## src/dprhc_pkg.sv

```systemverilog
// dprhc_pkg: constants, types and register map of the dual-port ram host controller
// assumes a single 20 MHz apb clock domain; ram pins are asynchronous to it
package dprhc_pkg;

  localparam int RAM_AW = 13;
  localparam int RAM_DW = 9;
  localparam int APB_AW = 8;
  localparam int APB_DW = 32;
  localparam int SYNC_STAGES = 2;

  // clock period and ram timing, ns
  localparam int CLK_NS     = 50;
  localparam int T_PWE_NS   = 40;  // write pulse width, least
  localparam int T_HA_NS    = 2;   // address hold from write end, least
  localparam int T_SOP_NS   = 20;  // token select high between write and read-back, least
  localparam int T_ACC_NS   = 55;  // enable to read data valid, waited in full
  localparam int T_BUSY_NS  = 30;  // busy settle after address and enable, waited in full

  localparam logic [2:0] PWE_CYC  = 3'((T_PWE_NS + CLK_NS - 1) / CLK_NS);
  localparam logic [2:0] HA_CYC   = 3'((T_HA_NS + CLK_NS - 1) / CLK_NS);
  localparam logic [2:0] SOP_CYC  = 3'((T_SOP_NS + CLK_NS - 1) / CLK_NS);
  localparam logic [2:0] ACC_CYC  = 3'((T_ACC_NS + CLK_NS - 1) / CLK_NS + SYNC_STAGES);
  localparam logic [2:0] SET_CYC  = 3'((T_BUSY_NS + CLK_NS - 1) / CLK_NS + SYNC_STAGES);

  // register byte offsets
  localparam logic [APB_AW-1:0] OFS_CMD    = 8'h00;
  localparam logic [APB_AW-1:0] OFS_WDATA  = 8'h04;
  localparam logic [APB_AW-1:0] OFS_STATUS = 8'h08;

  // field positions
  localparam int CMD_OP_LSB   = 16;
  localparam int ST_ACTIVE    = 0;
  localparam int ST_DONE      = 1;
  localparam int ST_WAITED    = 2;
  localparam int ST_MBOX      = 3;
  localparam int ST_BUSYPIN   = 4;
  localparam int ST_RDATA_LSB = 16;

  typedef enum logic [1:0] {
    OP_MEM_RD = 2'b00,
    OP_MEM_WR = 2'b01,
    OP_SEM_RD = 2'b10,
    OP_SEM_WR = 2'b11
  } dprhc_op_t;

  typedef enum logic [2:0] {
    ST_IDLE  = 3'b000,
    ST_SETUP = 3'b001,
    ST_WSTRB = 3'b010,
    ST_WEND  = 3'b011,
    ST_SOP   = 3'b100,
    ST_READ  = 3'b101
  } dprhc_state_t;

  typedef struct packed {
    dprhc_state_t       st;
    logic [2:0]         cnt;
    dprhc_op_t          op;
    logic [RAM_AW-1:0]  addr;
    logic [RAM_DW-1:0]  wdata;
    logic [RAM_DW-1:0]  rdata;
    logic               done;
    logic               waited;
    logic               pe_n;
    logic               ts_n;
    logic               ws_n;
    logic               od_n;
    logic               doe;
    logic [RAM_DW-1:0]  dout;
    logic               pready;
    logic               pslverr;
    logic [APB_DW-1:0]  prdata;
  } dprhc_regs_t;

  localparam dprhc_regs_t REGS_RST = '{
    st: ST_IDLE, cnt: 3'h0, op: OP_MEM_RD, addr: 13'h0000, wdata: 9'h000,
    rdata: 9'h000, done: 1'b0, waited: 1'b0, pe_n: 1'b1, ts_n: 1'b1,
    ws_n: 1'b1, od_n: 1'b1, doe: 1'b0, dout: 9'h000, pready: 1'b0,
    pslverr: 1'b0, prdata: 32'h0000_0000};

endpackage

```

## src/dprhc_sync_if.sv

```systemverilog
// dprhc_sync_if: synchronised ram pin levels from the input stage to the controller
// assumes both ends run on pclk
`timescale 1ns/10ps
interface dprhc_sync_if;
  logic                         busy_n;
  logic                         mbox_n;
  logic [dprhc_pkg::RAM_DW-1:0] data;
  modport src (output busy_n, output mbox_n, output data);
  modport dst (input busy_n, input mbox_n, input data);
endinterface

```

## src/dprhc_host.sv

```systemverilog
// dprhc_host: apb-commanded controller that drives one port of a dual-port static ram
// assumes one ram port on the pins below; apb master on pclk; no other driver on the port
`timescale 1ns/10ps

// Functional notes
// ram holds 8K words of 8 or 9 bits, both ports reach all
// write happens only while selecting enable and write strobe are both low
// controller keeps write strobe high whenever the address changes
// ram floats its data pins during a write even with output drive low
// memory read asserts port enable on taking the command; the controller lowers output drive only after the busy settle count
// semaphores use token select with port enable high, memory the reverse
// each semaphore read is strobed separately, never by continuous selection
// port enable stays high through semaphore write and its read-back
// simultaneous semaphore requests within the window give it to one port
// reads of a location being written are unreliable until flowthrough passes
// a deselected port powers down and floats its data pins
// left write to 1FFF sets the right mailbox flag
// right read of 1FFF clears the right mailbox flag
// right write to 1FFE sets the left mailbox flag
// left read of 1FFE clears the left mailbox flag
// matching addresses within the priority window are granted to one port
// violating the priority window still busies exactly one port
// busy goes to the loser after address match or late enable
// role select high drives busy lines, low takes them as inputs
// writes wait until the busy input has settled
// a master ram drives busy both ways without pull-up
// eight semaphore latches selected by the three low address lines
// semaphore write uses bit 0: zero requests, one releases
// mailbox words are otherwise ordinary user memory
// requests far enough apart are granted to the earlier port
module dprhc_host
  import dprhc_pkg::*;
(
  input  wire logic                         pclk,
  input  wire logic                         presetn,
  input  wire logic                         psel,
  input  wire logic                         penable,
  input  wire logic                         pwrite,
  input  wire logic [dprhc_pkg::APB_AW-1:0] paddr,
  input  wire logic [dprhc_pkg::APB_DW-1:0] pwdata,
  output logic      [dprhc_pkg::APB_DW-1:0] prdata,
  output logic                              pready,
  output logic                              pslverr,
  output logic      [dprhc_pkg::RAM_AW-1:0] addr_o,
  output logic                              port_enable_n,
  output logic                              token_select_n,
  output logic                              write_strobe_n,
  output logic                              output_drive_n,
  output logic      [dprhc_pkg::RAM_DW-1:0] data_o,
  output logic                              data_oe,
  input  wire logic [dprhc_pkg::RAM_DW-1:0] data_i,
  input  wire logic                         busy_n,
  input  wire logic                         mailbox_flag_n
);
  import dprhc_pkg::*;

  dprhc_regs_t  r_r;
  dprhc_regs_t  r_nxt;
  dprhc_sync_if sync ();

  dprhc_sync u_sync (
    .pclk           (pclk),
    .presetn        (presetn),
    .busy_n         (busy_n),
    .mailbox_flag_n (mailbox_flag_n),
    .data_i         (data_i),
    .sync           (sync.src)
  );

  function automatic logic is_sem(input dprhc_op_t op);
    is_sem = (op == OP_SEM_RD) || (op == OP_SEM_WR);
  endfunction

  function automatic logic is_wr(input dprhc_op_t op);
    is_wr = (op == OP_MEM_WR) || (op == OP_SEM_WR);
  endfunction

  always_comb begin
    r_nxt = r_r;

    // apb slave: answer in the first access cycle
    if (psel && !penable) begin
      r_nxt.pready  = 1'b1;
      r_nxt.pslverr = 1'b0;
      r_nxt.prdata  = '0;
      case (paddr)
        OFS_CMD: begin
          r_nxt.prdata[RAM_AW-1:0]           = r_r.addr;
          r_nxt.prdata[CMD_OP_LSB+1:CMD_OP_LSB] = r_r.op;
          // a new command cannot overtake one in flight
          r_nxt.pslverr = pwrite && (r_r.st != ST_IDLE);
        end
        OFS_WDATA: begin
          r_nxt.prdata[RAM_DW-1:0] = r_r.wdata;
        end
        OFS_STATUS: begin
          r_nxt.prdata[ST_ACTIVE]  = (r_r.st != ST_IDLE);
          r_nxt.prdata[ST_DONE]    = r_r.done;
          r_nxt.prdata[ST_WAITED]  = r_r.waited;
          r_nxt.prdata[ST_MBOX]    = !sync.mbox_n;
          r_nxt.prdata[ST_BUSYPIN] = !sync.busy_n;
          r_nxt.prdata[ST_RDATA_LSB+RAM_DW-1:ST_RDATA_LSB] = r_r.rdata;
        end
        default: begin
          r_nxt.pslverr = 1'b1;
        end
      endcase
    end else if (psel && penable && r_r.pready) begin
      r_nxt.pready = 1'b0;
      if (pwrite && !r_r.pslverr) begin
        if (paddr == OFS_WDATA) begin
          r_nxt.wdata = pwdata[RAM_DW-1:0];
        end else if (paddr == OFS_CMD) begin
          // address moves only here, with all strobes high
          r_nxt.addr   = pwdata[RAM_AW-1:0];
          r_nxt.op     = dprhc_op_t'(pwdata[CMD_OP_LSB+1:CMD_OP_LSB]);
          r_nxt.done   = 1'b0;
          r_nxt.waited = 1'b0;
          r_nxt.st     = ST_SETUP;
          r_nxt.cnt    = SET_CYC;
          // exactly one selecting enable per access
          r_nxt.pe_n = is_sem(r_nxt.op);
          r_nxt.ts_n = !is_sem(r_nxt.op);
        end
      end
    end else begin
      r_nxt.pready  = 1'b0;
      r_nxt.pslverr = 1'b0;
    end

    case (r_r.st)
      ST_IDLE: begin
        // a command taken this cycle has just loaded the busy settle count
        if (r_nxt.st == ST_IDLE) begin
          r_nxt.cnt = 3'h0;
        end
      end
      ST_SETUP: begin
        if (!is_sem(r_r.op) && !sync.busy_n) begin
          // lost arbitration: hold the request and restart settling
          r_nxt.waited = 1'b1;
          r_nxt.cnt    = SET_CYC;
        end else if (r_r.cnt > 3'h1) begin
          r_nxt.cnt = r_r.cnt - 3'h1;
        end else if (is_wr(r_r.op)) begin
          // output drive stays high so the ram pins are already floating
          r_nxt.ws_n = 1'b0;
          r_nxt.doe  = 1'b1;
          r_nxt.dout = r_r.wdata;
          r_nxt.st   = ST_WSTRB;
          r_nxt.cnt  = PWE_CYC;
        end else begin
          r_nxt.od_n = 1'b0;
          r_nxt.st   = ST_READ;
          r_nxt.cnt  = ACC_CYC;
        end
      end
      ST_WSTRB: begin
        if (r_r.cnt > 3'h1) begin
          r_nxt.cnt = r_r.cnt - 3'h1;
        end else begin
          // strobe rises first and ends the write; enable and data follow
          r_nxt.ws_n = 1'b1;
          r_nxt.st   = ST_WEND;
          r_nxt.cnt  = HA_CYC;
        end
      end
      ST_WEND: begin
        if (r_r.cnt > 3'h1) begin
          r_nxt.cnt = r_r.cnt - 3'h1;
        end else begin
          r_nxt.doe  = 1'b0;
          r_nxt.ts_n = 1'b1;
          r_nxt.pe_n = 1'b1;
          if (r_r.op == OP_SEM_WR) begin
            r_nxt.st  = ST_SOP;
            r_nxt.cnt = SOP_CYC;
          end else begin
            r_nxt.st   = ST_IDLE;
            r_nxt.done = 1'b1;
          end
        end
      end
      ST_SOP: begin
        if (r_r.cnt > 3'h1) begin
          r_nxt.cnt = r_r.cnt - 3'h1;
        end else begin
          // read-back: fresh token strobe, port enable never touched
          r_nxt.op   = OP_SEM_RD;
          r_nxt.ts_n = 1'b0;
          r_nxt.st   = ST_SETUP;
          r_nxt.cnt  = SET_CYC;
        end
      end
      ST_READ: begin
        if (r_r.cnt > 3'h1) begin
          r_nxt.cnt = r_r.cnt - 3'h1;
        end else begin
          r_nxt.rdata = sync.data;
          r_nxt.od_n  = 1'b1;
          // every semaphore read ends its own strobe
          r_nxt.ts_n  = 1'b1;
          r_nxt.pe_n  = 1'b1;
          r_nxt.st    = ST_IDLE;
          r_nxt.done  = 1'b1;
        end
      end
      default: begin
        r_nxt = REGS_RST;
      end
    endcase
  end

  always_ff @(posedge pclk or negedge presetn) begin
    if (!presetn) begin
      r_r <= REGS_RST;
    end else begin
      r_r <= r_nxt;
    end
  end

  assign prdata         = r_r.prdata;
  assign pready         = r_r.pready;
  assign pslverr        = r_r.pslverr;
  assign addr_o         = r_r.addr;
  assign port_enable_n  = r_r.pe_n;
  assign token_select_n = r_r.ts_n;
  assign write_strobe_n = r_r.ws_n;
  assign output_drive_n = r_r.od_n;
  assign data_o         = r_r.dout;
  assign data_oe        = r_r.doe;
endmodule // dprhc_host

```

## src/dprhc_sync.sv

```systemverilog
// dprhc_sync: two-flop synchronisers for the ram pins read by the controller
// assumes pins are asynchronous to pclk; data is only used once it has stood still
`timescale 1ns/10ps
module dprhc_sync
  import dprhc_pkg::*;
(
  input  wire logic                         pclk,
  input  wire logic                         presetn,
  input  wire logic                         busy_n,
  input  wire logic                         mailbox_flag_n,
  input  wire logic [dprhc_pkg::RAM_DW-1:0] data_i,
  dprhc_sync_if.src                         sync
);
  typedef struct packed {
    logic [RAM_DW+1:0] s1;
    logic [RAM_DW+1:0] s2;
  } dprhc_sync_t;

  dprhc_sync_t r_r;
  dprhc_sync_t r_nxt;

  always_comb begin
    r_nxt    = r_r;
    r_nxt.s1 = {busy_n, mailbox_flag_n, data_i};
    r_nxt.s2 = r_r.s1;
  end

  // idle levels of the active-low pins are high
  always_ff @(posedge pclk or negedge presetn) begin
    if (!presetn) begin
      r_r <= '{s1: 11'h600, s2: 11'h600};
    end else begin
      r_r <= r_nxt;
    end
  end

  assign sync.busy_n = r_r.s2[RAM_DW+1];
  assign sync.mbox_n = r_r.s2[RAM_DW];
  assign sync.data   = r_r.s2[RAM_DW-1:0];
endmodule // dprhc_sync

```

## config.mk

```make
export PLATFORM = sky130hd
export DESIGN_NAME = dprhc_host
export DESIGN_NICKNAME = d
export VERILOG_FILES = /design/src/dprhc_pkg.sv /design/src/dprhc_sync_if.sv /design/src/dprhc_host.sv /design/src/dprhc_sync.sv
export SDC_FILE = /design/constraint.sdc
export NUM_CORES = 1
export LEC_CHECK = 0
export ABC_CLOCK_PERIOD_IN_PS = 4500
export BUFFER_PORTS_ARGS = -buffer_cell sky130_fd_sc_hd__buf_2
export CELL_PAD_IN_SITES_DETAIL_PLACEMENT = 0
export CELL_PAD_IN_SITES_GLOBAL_PLACEMENT = 1
export CORE_UTILIZATION = 44
export CTS_BUF_LIST = sky130_fd_sc_hd__clkbuf_16
export DETAILED_ROUTE_END_ITERATION = 6
export PLACE_DENSITY_LB_ADDON = 0.15
export REMOVE_ABC_BUFFERS = 1
export SETUP_SLACK_MARGIN = 0.5
export SLEW_MARGIN = 20
export SYNTH_ARGS = -nofsm -noshare
export SYNTH_HDL_FRONTEND = slang
export SYNTH_SLANG_ARGS = --single-unit
```

## constraint.sdc

```tcl
create_clock -name pclk -period 4.5 [get_ports pclk]
set_clock_uncertainty 0.2 [all_clocks]
set_input_delay 0.9 -clock pclk [delete_from_list [all_inputs] [get_ports pclk]]
set_output_delay 0.9 -clock pclk [all_outputs]
set_load 0.02 [all_outputs]
```

==> flow_summary.ini <==
[floorplanning]
die_h_um = 106.3
start_util_pct = 45.93
fp.dieArea_mm2 = 0.01130
chipWidth_um = 106.3
core_mm2 = 0.01042
rows = 37
io_pins = 117

[sta]
hold_viol = 0
setup_viol = 0
finalCritPeriodShare_pct = 59.94
rsz0062_at_grt = no
fmax_mhz = 370.7
slew_headroom_pct = 35.65
worstMarginPinSlew_ps = 965.2
layout_min_cycle_time_ps = 2697
fin_tns_setup_ps = 0
slew_viol_final = 0

[critical_path]
end_kind = flip-flop
reg2reg_to = data_o[8]
cp_max_fo = 21
r2r_cells = 3
crit_type = flip-flop to flip-flop
reg2reg_slack_ps = 1800
r2r_start = r_r[88]
crit_arrival_ps = 2760
critPathLaunchType = flip-flop
required_ps = 4560

[place]
portBuffers = 89
dp_hpwl_mm = 7.048
gp_congestion = 0.8142
dpl.cell_count = 614

[run_status]
outcome = complete, no violations

[run]
timing.max_cap.violations = 0

[drt]
wl_mm = 10.56
drt_iter0_markers = 162
dr_wl_met2_mm = 4.926
wl_met1_mm = 5.091
route.detailed.wl_per_inst_um = 16.76
met3WireLength_um = 381
num_vias = 3325
postRouteAntennaNets = 0
dr.max_layer_used = met4
routed_via_density = 5.278
drc_errors = 0
drtPass1Iterations = 4

[yosys]
synth.distinct_cells = 55
synthFlopType = dfrtp_1
yosysWarnings = 0
synth-seq-cells = 101
yosysSeqAreaShare_pct = 53.03
synth_edf_count = 0
syn_area_mm2 = 0.004785
avgSynthCellArea_um2 = 10.56
async_flop_share_pct = 100.0
synthCells = 453

[clocking]
post_cts_buffers = 0
cts_buffer_depth = 2
cts_buffers = 9
clk_pin_slew_ps = 70
cts_tree = yes
clockRootBuffer = clkbuf_16
htree_num_levels = 3
clk_latency_ps = 350
cts.repair.resized = 0
cts_sinks = 101
cts_hold_buffers = 0

[final_layout]
fin_nets = 546
antennaDiodeCount = 0
fin_cells = 630
fillers = 959
drive_gt1_share_pct = 25.71
area_growth_pct = 9.780

[global_routing]
overflow = 0
grt_util_all_layers_pct = 20.24
grt_pass1_wl_mm = 17.56
grt_antenna_before_repair = 0
grt_max_degree = 74
grt_pass1_vias = 3319

[min_path]
min_path_type = flip-flop to flip-flop
holdPathEnd = u_sync.sync.data[2]
whs_path_depth = 0
holdCritStartpoint = u_sync.r_nxt[2]

[power]
ir_worst_vdd_mv = 0.2313
p_leak_uw = 0.002452
power.density_mw_per_mm2 = 449.4
-- per-layer routing --
| metal | global-route usage [%] | vias up |
|---|---|---|
| met5 | 0 | - |
| met4 | 7.837 | 0 |
| met3 | 3.495 | 14 |
| met2 | 30.61 | 73 |
| met1 | 28.98 | 1645 |
| li1 | - | 1593 |
-- placed cells by master, fill, tap and decap left out, drive strengths merged, types with 2 or more instances in the layout --
master    n
a211o     3
a211oi    2
a21o      2
a21oi    26
a221o     6
a22o     16
a22oi     9
a31oi     2
and2      2
and3      2
buf      96
clkbuf    9
clkinv    2
conb     10
dfrtp    93
dfstp     8
inv      29
mux2i    25
nand2    57
nand2b    4
nand3     6
nand4     2
nor2     16
nor2b     4
nor3     12
nor3b     2
nor4      2
o21ai     7
o22ai     8
o2bb2ai   9
o41ai     3
-- sequential cells by signal, summed over array words and instances, names as in the netlist --
register and count:
pslverr 1, u_sync.sync.busy_n 1, prdata 22, data_o 9, addr_o 13, data_oe 1
port_enable_n 1, u_sync.sync.data 9, r_r 28, write_strobe_n 1, pready 1, token_select_n 1
u_sync.r_nxt 11, u_sync.sync.mbox_n 1, output_drive_n 1
-- worst max-delay path, cell delays in order, from the launching register on --
cell     delay, ps
dfrtp_1        750
and2_1         870
a21o_1         530
mux2i_1        250
-- metrics by stage --
stage,power [uW],setup WS (ps),utilization [%],hold WS [ps],area (um^2)
floorplan,1415,1089,-,131.2,4275
global placement,1581,1445,47.56,132.6,4954
global route,2500,1615,50.43,154.7,5253
detailed placement,1590,1442,47.56,135.5,4954
finish,2360,1803,50.43,149.6,5253
CTS,2383,1763,50.43,152.1,5253
-- worst max path at each step --
stage,start,endpoint,slack [ps]
after floorplan,paddr[5],r_r[59],1090
after global routing,r_r[88],data_o[5],1620
after CTS,r_r[88],data_o[8],1760
after detailed placement,paddr[5],r_r[61],1440
final,r_r[88],data_o[8],1800
after global placement,paddr[5],r_r[62],1450
-- cell families after synthesis --
group | after synthesis | share of synthesized area, %
AND/OR/NAND/NOR | 115 | 12.16
buffers and inverters | 106 | 13.39
AO/OA/AOI/OAI | 103 | 15.64
flip-flops | 101 | 53.03
multiplexers | 25 | 5.230
adder cells (fa/ha/maj) | 2 | 0.4707
other | 1 | 0.07838
-- cell type report --
class                      instances  area [um^2]  share of cell area, %
tap                              136        170.2                  3.240
clock buffer                       9        225.2                  4.288
sequential                       101         2537                  48.31
multi-input combinational        255         1648                  31.37
timing repair buffer              96        500.5                  9.528
inverter                          26        97.59                  1.858
clock inverter                     7        73.82                  1.405
-- Yosys cell counts (6+ instances only) --
library cell | instances | share of area (%)
dfrtp_1 | 93 | 49
buf_4 | 57 | 8.9
nand2_1 | 57 | 4.5
a21oi_1 | 26 | 2.7
inv_1 | 25 | 2.0
mux2i_1 | 25 | 5.2
a22o_1 | 16 | 2.9
clkbuf_1 | 15 | 1.2
nor2_1 | 15 | 1.2
nor3_1 | 10 | 1.0
a22oi_1 | 9 | 1.4
o2bb2ai_1 | 9 | 1.6
dfstp_2 | 8 | 4.4
o22ai_1 | 8 | 1.0
o21ai_0 | 7 | 0.73
a221o_1 | 6 | 1.3
nand3_1 | 6 | 0.63
-- report_power, final --
| group | switching, uW | leakage (uW) | internal, uW | total, uW |
|---|---|---|---|---|
| Sequential | 98.2 | 0.00127 | 990 | 1090 |
| Combinational | 294 | 0.00103 | 196 | 489 |
| Clock | 348 | 0.000147 | 435 | 783 |
| Total | 740 | 0.00245 | 1620 | 2360 |
Note: power is estimated with default switching activity, not from simulation.
